### config.mk
export PLATFORM = sky130hd
export DESIGN_NAME = mlc_lock_msg
export DESIGN_NICKNAME = d
export VERILOG_FILES = /design/src/logic/mlc_lock_msg.v
export VERILOG_INCLUDE_DIRS = /design/src /design/src/logic
export SDC_FILE = /design/constraint.sdc
export NUM_CORES = 2
export LEC_CHECK = 0
export ABC_AREA = 1
export BUFFER_PORTS_ARGS = -buffer_cell sky130_fd_sc_hd__buf_2
export CELL_PAD_IN_SITES_DETAIL_PLACEMENT = 1
export CELL_PAD_IN_SITES_GLOBAL_PLACEMENT = 2
export CORE_MARGIN = 8
export CORE_UTILIZATION = 42
export CTS_BUF_LIST = sky130_fd_sc_hd__clkbuf_16
export CTS_CLUSTER_SIZE = 14
export DETAILED_ROUTE_END_ITERATION = 8
export GPL_ROUTABILITY_DRIVEN = 0
export PLACE_DENSITY_LB_ADDON = 0.1
export SYNTH_ARGS = -nofsm -noshare
export SYNTH_HDL_FRONTEND = slang
export SYNTH_SLANG_ARGS = --single-unit
export TNS_END_PERCENT = 50
### constraint.sdc
create_clock -name hclk -period 3.5 [get_ports hclk]
set_clock_uncertainty 0.2 [all_clocks]
set_input_delay 0.7 -clock hclk [delete_from_list [all_inputs] [get_ports hclk]]
set_output_delay 0.7 -clock hclk [all_outputs]
set_load 0.005 [all_outputs]
### src/logic/mlc_defs.vh
// Constants for the multicore lock and message channel block.
// Assumes byte addresses on a 32-bit AHB-Lite bus, one word per register.
`ifndef MLC_DEFS_VH
`define MLC_DEFS_VH

// ---------------------------------------------------------------
// Address map
// ---------------------------------------------------------------
`define MLC_REGION_BIT     10
`define MLC_IDX_MSB        8
`define MLC_IDX_LSB        5
`define MLC_REG_MSB        4
`define MLC_REG_LSB        2
// Channel region, base 12'h000, stride 12'h020
`define MLC_CH_LOCK_TAKE   3'h0
`define MLC_CH_EVENT_SIG   3'h1
`define MLC_CH_LOCK_FREE   3'h2
`define MLC_CH_MSG_WORD    3'h3
`define MLC_CH_LOCK_VIEW   3'h4
// Interrupt structure region, base 12'h400, stride 12'h020
`define MLC_IS_FLAGS       3'h0
`define MLC_IS_FORCE       3'h1
`define MLC_IS_ENABLE      3'h2
`define MLC_IS_ENABLED     3'h3

// ---------------------------------------------------------------
// Field positions
// ---------------------------------------------------------------
`define MLC_WON_BIT        31
`define MLC_MASTER_LSB     0
`define MLC_CTX_LSB        8
`define MLC_NOTIFY_LSB     0
`define MLC_RELEASE_LSB    16

// ---------------------------------------------------------------
// Reset values
// ---------------------------------------------------------------
`define MLC_RST_WORD       32'h0000_0000
`define MLC_RST_OWNER      8'h00

`endif

### src/logic/mlc_lock_msg.v
// Hardware lock and message channels with event interrupt structures.
// Assumes a single AHB-Lite master (or arbiter) on hclk; hmaster and
// hctx identify the requesting processor and its protection context.
//
// Operation
// - Up to sixteen lock and message channels
// - Up to sixteen interrupt structures from channel events
// - Five registers per channel, open to all
// - Take read claims atomically, returns won flag
// - Take read on held channel fails, returns holder identity with won flag clear
// - Successful claim records and returns holder identity
// - Any write to free register unholds channel
// - Free write ones raise release events; zero none
// - Signal write ones raise notify per structure
// - Each channel has shared 32-bit message word
// - View shows held state and holder identity now
// - Flags hold 16 notify, 16 release bits
// - Writing one clears flag, zero leaves it
// - Enable register gates flags onto interrupt
// - Writing one to force sets the flag
// - Enabled flags read as flags AND enable
// - Each structure drives one interrupt line
// - No owner check on claim or free
// - Holding never blocks message word access
`timescale 1ns/1ps
`include "mlc_defs.vh"

module mlc_lock_msg #(
    parameter NCH  = 16,
    parameter NIRQ = 16
) (
    // Clock and reset
    input  wire             hclk,
    input  wire             hresetn,
    // AHB-Lite slave
    input  wire             hsel,
    input  wire [11:0]      haddr,
    input  wire [1:0]       htrans,
    input  wire             hwrite,
    input  wire [2:0]       hsize,
    input  wire [31:0]      hwdata,
    input  wire             hready,
    input  wire [3:0]       hmaster,
    input  wire [3:0]       hctx,
    output reg  [31:0]      hrdata,
    output reg              hreadyout,
    output reg              hresp,
    // Interrupt lines, one per structure
    output reg  [NIRQ-1:0]  irq
);

    // ---------------------------------------------------------------
    // Address map
    // ---------------------------------------------------------------
    // haddr[11] set is unmapped; haddr[10] picks channels or structures,
    // haddr[8:5] the index and haddr[4:2] the register within it.
    // An index at or above NCH or NIRQ reads as zero and ignores writes.
    // Channel n at 12'h000 + n*12'h020:
    //   lock take 12'h00, event signal 12'h04, lock free 12'h08,
    //   message word 12'h0c, lock view 12'h10.
    // Structure n at 12'h400 + n*12'h020:
    //   event flags 12'h00, event force 12'h04, event enable 12'h08,
    //   enabled flags 12'h0c.
    // Lock words: bit 31 state, [11:8] context, [3:0] processor.
    // Channel and flag layouts assume at most sixteen channels.

    // ---------------------------------------------------------------
    // State
    // ---------------------------------------------------------------
    // Bus phase
    reg  [11:0]        addr_r;
    reg  [7:0]         who_r;
    reg                wr_ph_r;
    reg                rd_ph_r;

    // Channel state
    reg  [NCH*32-1:0]  msg_r;
    reg  [NCH*8-1:0]   owner_r;
    reg  [NCH-1:0]     held_r;

    // Structure state
    reg  [NIRQ*32-1:0] flags_r;
    reg  [NIRQ*32-1:0] en_r;

    // Read path
    reg  [31:0]        rdata_nxt;
    wire [NCH*32-1:0]  take_words;
    wire [NCH*32-1:0]  view_words;
    wire [NIRQ*32-1:0] masked_words;

    // ---------------------------------------------------------------
    // Data phase decode
    // ---------------------------------------------------------------
    wire        accept;
    wire [4:0]  idx;
    wire [31:0] idx32;
    wire [2:0]  rsel;
    wire        in_map;
    wire        ch_ok;
    wire        is_ok;
    wire        wr_ch;
    wire        wr_is;
    wire        rd_go;
    wire        rd_ch;
    wire [15:0] ch_hot;

    assign accept = hsel & hready & htrans[1];
    assign idx    = {1'b0, addr_r[`MLC_IDX_MSB:`MLC_IDX_LSB]};
    assign idx32  = {27'h0, idx};
    assign rsel   = addr_r[`MLC_REG_MSB:`MLC_REG_LSB];
    assign in_map = ~addr_r[11];
    assign ch_ok  = in_map & ~addr_r[`MLC_REGION_BIT] & (idx32 < NCH);
    assign is_ok  = in_map & addr_r[`MLC_REGION_BIT] & (idx32 < NIRQ);
    assign wr_ch  = wr_ph_r & ch_ok;
    assign wr_is  = wr_ph_r & is_ok;
    assign rd_go  = rd_ph_r & ~hreadyout;
    assign rd_ch  = rd_go & ch_ok;
    assign ch_hot = 16'h0001 << idx[3:0];

    // Channel register strobes
    wire        take_rd;
    wire        sig_wr;
    wire        free_wr;
    wire        msg_wr;
    // Structure register strobes
    wire        flags_wr;
    wire        force_wr;
    wire        enable_wr;

    assign take_rd   = rd_ch & (rsel == `MLC_CH_LOCK_TAKE);
    assign sig_wr    = wr_ch & (rsel == `MLC_CH_EVENT_SIG);
    assign free_wr   = wr_ch & (rsel == `MLC_CH_LOCK_FREE);
    assign msg_wr    = wr_ch & (rsel == `MLC_CH_MSG_WORD);
    assign flags_wr  = wr_is & (rsel == `MLC_IS_FLAGS);
    assign force_wr  = wr_is & (rsel == `MLC_IS_FORCE);
    assign enable_wr = wr_is & (rsel == `MLC_IS_ENABLE);

    // ---------------------------------------------------------------
    // Bus handshake
    // ---------------------------------------------------------------
    // Writes complete with no wait state; reads take one wait state so that
    // a write still in its data phase is visible to the read that follows.
    always @(posedge hclk or negedge hresetn) begin
        if (!hresetn) begin
            addr_r <= 12'h000;
            who_r  <= `MLC_RST_OWNER;
        end else if (accept && !rd_go) begin
            addr_r <= haddr;
            who_r  <= {hctx, hmaster};
        end
    end

    // The data phase of a write lasts exactly one cycle
    always @(posedge hclk or negedge hresetn) begin
        if (!hresetn) begin
            wr_ph_r <= 1'b0;
        end else if (accept && !rd_go) begin
            wr_ph_r <= hwrite;
        end else if (hready) begin
            wr_ph_r <= 1'b0;
        end
    end

    always @(posedge hclk or negedge hresetn) begin
        if (!hresetn) begin
            rd_ph_r <= 1'b0;
        end else if (rd_go) begin
            rd_ph_r <= 1'b0;
        end else if (accept) begin
            rd_ph_r <= ~hwrite;
        end
    end

    // Low for exactly the one wait cycle of a read
    always @(posedge hclk or negedge hresetn) begin
        if (!hresetn) begin
            hreadyout <= 1'b1;
        end else if (rd_go) begin
            hreadyout <= 1'b1;
        end else if (accept) begin
            hreadyout <= hwrite;
        end
    end

    // Read data stands until the next read completes
    always @(posedge hclk or negedge hresetn) begin
        if (!hresetn) begin
            hrdata <= `MLC_RST_WORD;
        end else if (rd_go) begin
            hrdata <= rdata_nxt;
        end
    end

    // No access is ever refused, so the response stays OKAY
    always @(posedge hclk or negedge hresetn) begin
        if (!hresetn) begin
            hresp <= 1'b0;
        end else begin
            hresp <= 1'b0;
        end
    end

    // ---------------------------------------------------------------
    // Channels
    // ---------------------------------------------------------------
    genvar c;
    generate
        for (c = 0; c < NCH; c = c + 1) begin : g_ch
            wire        sel;
            wire        claim;
            reg  [31:0] take_w;
            reg  [31:0] view_w;

            assign sel   = (idx32 == c);
            // Claim test and set happen in the single read cycle
            assign claim = take_rd & sel & ~held_r[c];

            // A write and a read data phase never overlap, so free and claim never meet
            always @(posedge hclk or negedge hresetn) begin
                if (!hresetn) begin
                    held_r[c] <= 1'b0;
                end else if (free_wr && sel) begin
                    held_r[c] <= 1'b0;
                end else if (claim) begin
                    held_r[c] <= 1'b1;
                end
            end

            always @(posedge hclk or negedge hresetn) begin
                if (!hresetn) begin
                    owner_r[c*8 +: 8] <= `MLC_RST_OWNER;
                end else if (claim) begin
                    owner_r[c*8 +: 8] <= who_r;
                end
            end

            // Lock state does not gate the message word
            always @(posedge hclk or negedge hresetn) begin
                if (!hresetn) begin
                    msg_r[c*32 +: 32] <= `MLC_RST_WORD;
                end else if (msg_wr && sel) begin
                    msg_r[c*32 +: 32] <= hwdata;
                end
            end

            // Won flag plus the holder after this read
            always @* begin
                take_w              = `MLC_RST_WORD;
                take_w[`MLC_WON_BIT] = ~held_r[c];
                if (held_r[c]) begin
                    take_w[`MLC_MASTER_LSB +: 4] = owner_r[c*8 +: 4];
                    take_w[`MLC_CTX_LSB +: 4]    = owner_r[c*8+4 +: 4];
                end else begin
                    take_w[`MLC_MASTER_LSB +: 4] = who_r[3:0];
                    take_w[`MLC_CTX_LSB +: 4]    = who_r[7:4];
                end
            end
            assign take_words[c*32 +: 32] = take_w;

            // Holder fields only while held; a freed channel reads zero
            always @* begin
                view_w = `MLC_RST_WORD;
                if (held_r[c]) begin
                    view_w[`MLC_WON_BIT]         = 1'b1;
                    view_w[`MLC_MASTER_LSB +: 4] = owner_r[c*8 +: 4];
                    view_w[`MLC_CTX_LSB +: 4]    = owner_r[c*8+4 +: 4];
                end
            end
            assign view_words[c*32 +: 32] = view_w;
        end
    endgenerate

    // ---------------------------------------------------------------
    // Interrupt structures
    // ---------------------------------------------------------------
    // Event bit k of a signal or free write targets structure k.
    genvar i;
    generate
        for (i = 0; i < NIRQ; i = i + 1) begin : g_is
            wire        sel;
            wire [15:0] ntf;
            wire [15:0] rel;
            wire [31:0] frc;
            wire [31:0] clr;
            wire [31:0] setv;
            wire [31:0] cur;
            wire [31:0] masked;

            assign sel    = (idx32 == i);
            assign ntf    = (sig_wr & hwdata[i]) ? ch_hot : 16'h0000;
            assign rel    = (free_wr & hwdata[i]) ? ch_hot : 16'h0000;
            assign frc    = (force_wr & sel) ? hwdata : 32'h0000_0000;
            assign clr    = (flags_wr & sel) ? hwdata : 32'h0000_0000;
            assign setv   = {rel, ntf} | frc;
            assign cur    = flags_r[i*32 +: 32];
            assign masked = cur & en_r[i*32 +: 32];
            assign masked_words[i*32 +: 32] = masked;

            // A set arriving with its clear wins
            always @(posedge hclk or negedge hresetn) begin
                if (!hresetn) begin
                    flags_r[i*32 +: 32] <= `MLC_RST_WORD;
                end else begin
                    flags_r[i*32 +: 32] <= (cur & ~clr) | setv;
                end
            end

            always @(posedge hclk or negedge hresetn) begin
                if (!hresetn) begin
                    en_r[i*32 +: 32] <= `MLC_RST_WORD;
                end else if (enable_wr && sel) begin
                    en_r[i*32 +: 32] <= hwdata;
                end
            end

            // One line per structure, one cycle after the flag
            always @(posedge hclk or negedge hresetn) begin
                if (!hresetn) begin
                    irq[i] <= 1'b0;
                end else begin
                    irq[i] <= |masked;
                end
            end
        end
    endgenerate

    // ---------------------------------------------------------------
    // Read multiplexer
    // ---------------------------------------------------------------
    // Unmapped and write-only locations read as zero.
    always @* begin
        rdata_nxt = `MLC_RST_WORD;
        if (ch_ok) begin
            case (rsel)
                `MLC_CH_LOCK_TAKE: begin
                    // The claim itself lands on the same edge
                    rdata_nxt = take_words[idx[3:0]*32 +: 32];
                end
                `MLC_CH_MSG_WORD: begin
                    rdata_nxt = msg_r[idx[3:0]*32 +: 32];
                end
                `MLC_CH_LOCK_VIEW: begin
                    // Present state, no latency
                    rdata_nxt = view_words[idx[3:0]*32 +: 32];
                end
                default: begin
                    rdata_nxt = `MLC_RST_WORD;
                end
            endcase
        end else if (is_ok) begin
            case (rsel)
                `MLC_IS_FLAGS: begin
                    rdata_nxt = flags_r[idx[3:0]*32 +: 32];
                end
                `MLC_IS_ENABLE: begin
                    rdata_nxt = en_r[idx[3:0]*32 +: 32];
                end
                `MLC_IS_ENABLED: begin
                    rdata_nxt = masked_words[idx[3:0]*32 +: 32];
                end
                default: begin
                    rdata_nxt = `MLC_RST_WORD;
                end
            endcase
        end
    end

endmodule // mlc_lock_msg

==> flow_metrics.py <==
metrics = {
    "place": {
        "placed_cell_area_um2": 90100,
        "numPortBuffers": 103,
        "place_inst": 12700,
        "hpwl_mm": 265,
    },
    "finish": {
        "final_common_cell": "nand2_1",
        "fin_nets": 10400,
        "area_delta_synth_final_pct": 14.1,
        "fin_cells": 13100,
        "fillers": 23700,
        "final_area_um2": 96400,
        "drive_above_1_share": 0.0990,
        "mostFrequentLayoutCells": "3,185 x nand2_1, 1,838 x o21ai_0, 1,746 x dfrtp_1, 496 x o221ai_1, 416 x nor2_1",
    },
    "logic_synthesis": {
        "syn_nets": 10500,
        "synth_cells": 10400,
        "seq_area_frac_synth": 0.517,
        "synth-edff-count": 0,
        "ys_async_sr_fraction": 1.00,
        "ys.flop_type": "dfrtp_1",
        "synth_area_um2": 84500,
        "avgSynthCellArea_um2": 8.11,
        "synth_cell_type_count": 40,
        "yosys_warnings": 0,
        "synth-seq-cells": 1748,
    },
    "clocking": {
        "clockBufferDepth": 3,
        "cts_buffers": 200,
        "ctsRootBufferMaster": "clkbuf_16",
        "clk_latency_ns": 0.89,
        "cts_tree": "built",
        "ctsHtreeMaxLevel": 4,
        "cts_sinks": 1748,
        "post_cts.repair.setup_buffers": 0,
        "path_clk_slew_ns": 0.06,
    },
    "routing": {
        "ant_nets": 0,
        "drc": 0,
        "routed_wl_mm": 408,
        "vias_per_cell": 6.43,
        "wire_per_inst_um": 31.1,
        "drt_pass1_iterations": 6,
        "vias": 84400,
        "first_iter_violations": 9991,
    },
    "floorplan": {
        "dieArea_um2": 216000,
        "die_h_um": 465,
        "rows": 164,
        "die_w_um": 465,
        "start_util": 0.423,
        "num_io_pins": 112,
        "core_area_um2": 200000,
    },
    "timing": {
        "report.final.slew_viol_count": 0,
        "max_freq_mhz": 290,
        "min_period_ns": 3.45,
        "relSlewSlack": 0.0326,
        "rsz0062_at_grt": "false",
        "worstMarginPinSlew_ns": 1.44,
        "fin_crit_sh": 0.985,
        "hold_viol": 0,
        "setup_tns_ns": 0,
        "setup_violations": 0,
    },
    "worst_setup_path": {
        "path_max_fanout": 40,
        "path_class": "reg2reg",
        "path_delay_family": "compound AO/OA/AOI/OAI gates",
        "cp.buffers_inverters": 1,
        "cp-start-kind": "flip-flop",
        "crit_chain": "nand3_4 -> buf_12 -> a21oi_1 -> o21ai_0 -> a21oi_1 -> nand3_1 -> o21ai_0 -> nand2_1 -> nand2_1",
        "slowest_stage": "dfrtp_1",
        "cpPeakStageDelay_ns": 0.65,
        "arrival_ns": 4.05,
        "worstPathRequired_ns": 4.10,
        "endpoint_kind": "flip-flop",
    },
    "power_and_ir_drop": {
        "leakagePower_nw": 44.3,
        "ir_drop_mv": 0.581,
        "finalPower_mw": 59.6,
        "p_per_area_nw_per_um2": 618,
    },
    "grt": {
        "grt_pass1_wl_mm": 595,
        "grt_max_degree": 90,
        "first_global_vias": 83900,
        "gr-total-overflow": 0,
        "grt_usage": 0.367,
        "antenna_found_initial": 32,
    },
    "worst_hold_path": {
        "hold_path_class": "in2reg",
    },
    "status": {
        "status": "complete, no violations",
    },
    "flow_run": {
        "maxCapViolCount": 0,
    },
}
layout make-up:
| cell class | count | area (um2) | share of cell area |
|---|---|---|---|
| Tap cell | 2656 | 3320 | 0.0345 |
| Inverter | 293 | 1110 | 0.0115 |
| Clock inverter | 163 | 996 | 0.0103 |
| Clock buffer | 202 | 5050 | 0.0524 |
| Timing Repair Buffer | 631 | 5960 | 0.0618 |
| Antenna cell | 6 | 15.0 | 0.000156 |
| Multi-Input combinational cell | 7424 | 36200 | 0.376 |
| Sequential cell | 1748 | 43700 | 0.454 |
power by group:
group / switching [mW] / internal, mW / total (mW)
clock: 9.20 / 10.9 / 20.1
combinational: 12.9 / 4.62 / 17.5
sequential: 0.864 / 21.2 / 22.0
total: 23.0 / 36.7 / 59.6
final timing paths:
path                                                   end                    from  slack (ns)  depth (start not counted)
worst max-delay path                hrdata[28]$_DFFE_PN0P_   addr_r[3]$_DFFE_PN0P_        0.05                          9
worst min-delay path                msg_r[406]$_DFFE_PN0P_              hwdata[22]        0.09                          3
worst max register to register      hrdata[28]$_DFFE_PN0P_   addr_r[3]$_DFFE_PN0P_        0.05                          9
worst min register to register      msg_r[338]$_DFFE_PN0P_  msg_r[338]$_DFFE_PN0P_        0.28                          2
max in group asynchronous            en_r[269]$_DFFE_PN0P_                 hresetn        1.74                          3
min in group asynchronous       g_is[12].cur[12]$_DFF_PN0_                 hresetn        0.32                          2
worst register-to-register path, cell delays in order, from the launching register on:
cell     delay, ns
dfrtp_1       0.65
nand3_4       0.42
buf_12        0.37
a21oi_1       0.45
o21ai_0       0.15
a21oi_1       0.16
nand3_1       0.32
o21ai_0       0.50
nand2_1       0.09
nand2_1       0.09
per-stage QoR:
stage | util | hold WS [ns] | worst slack [ns]
CTS | 0.482 | 0.0274 | 0.0929
global placement | 0.451 | 0.265 | 0.200
floorplan | - | 0.204 | 1.39
detailed placement | 0.451 | 0.273 | 0.117
global route | 0.482 | 0.0813 | 0.00211
finish | 0.483 | 0.0886 | 0.0511
routing by layer:
layer | part of all wire | wire [um] | vias up | global-route usage
met5 | 0.00025 | 102 | - | 0
met4 | 0.059 | 23900 | 16 | 0.186
met3 | 0.10 | 41000 | 1049 | 0.0832
met2 | 0.43 | 173000 | 4429 | 0.540
met1 | 0.42 | 169000 | 43000 | 0.508
li1 | - | - | 35900 | -
synth_stat cells (6+ instances only):
cell	instances	area, um2
nor4_1	21	131
buf_1	43	161
a21oi_1	204	1020
nand4_1	291	1820
o31ai_1	9	67.6
a221oi_1	22	193
o211ai_1	18	135
buf_2	141	706
o22ai_1	388	2430
clkbuf_1	769	2890
o2111ai_1	25	219
nor2_1	432	1620
o21ai_1	91	455
nor2_2	6	37.5
clkinv_1	40	150
o22a_1	14	123
a22oi_1	57	428
o221ai_1	496	4340
inv_1	242	908
nor3_1	12	60.1
nand3_1	190	951
a22o_1	21	184
or2_2	31	194
nand2_1	3232	12100
inv_2	11	41.3
o21ai_0	1838	9200
dfrtp_1	1747	43700
a41oi_1	6	52.6
registers in the layout, indices dropped and copies added (netlist names):
name / flops
en_r: 512
g_is.cur: 512
msg_r: 512
owner_r: 128
hrdata: 32
held_r: 16
irq: 16
addr_r: 9
who_r: 8
hreadyout: 1
rd_ph_r: 1
wr_ph_r: 1
kinds of logic (layout without fill, tap and decap cells):
kind of cell	after synthesis	after routing	share of synthesized area
AO/OA/AOI/OAI	3196	3196	0.224
other	1	7	0.0000444
flip-flops	1748	1748	0.517
AND/OR/NAND/NOR	4227	4227	0.201
buffers and inverters	1248	1289	0.0576
repair_timing:
| item | CTS | global route |
|---|---|---|
| gates resized for setup | 0 | 1 |
| endpoints found under the setup margin | 0 | 1 |
| hold endpoints to repair | 49 | 0 |
| hold buffers | 22 | 0 |
No activity file was read; power rests on OpenSTA's default activity.
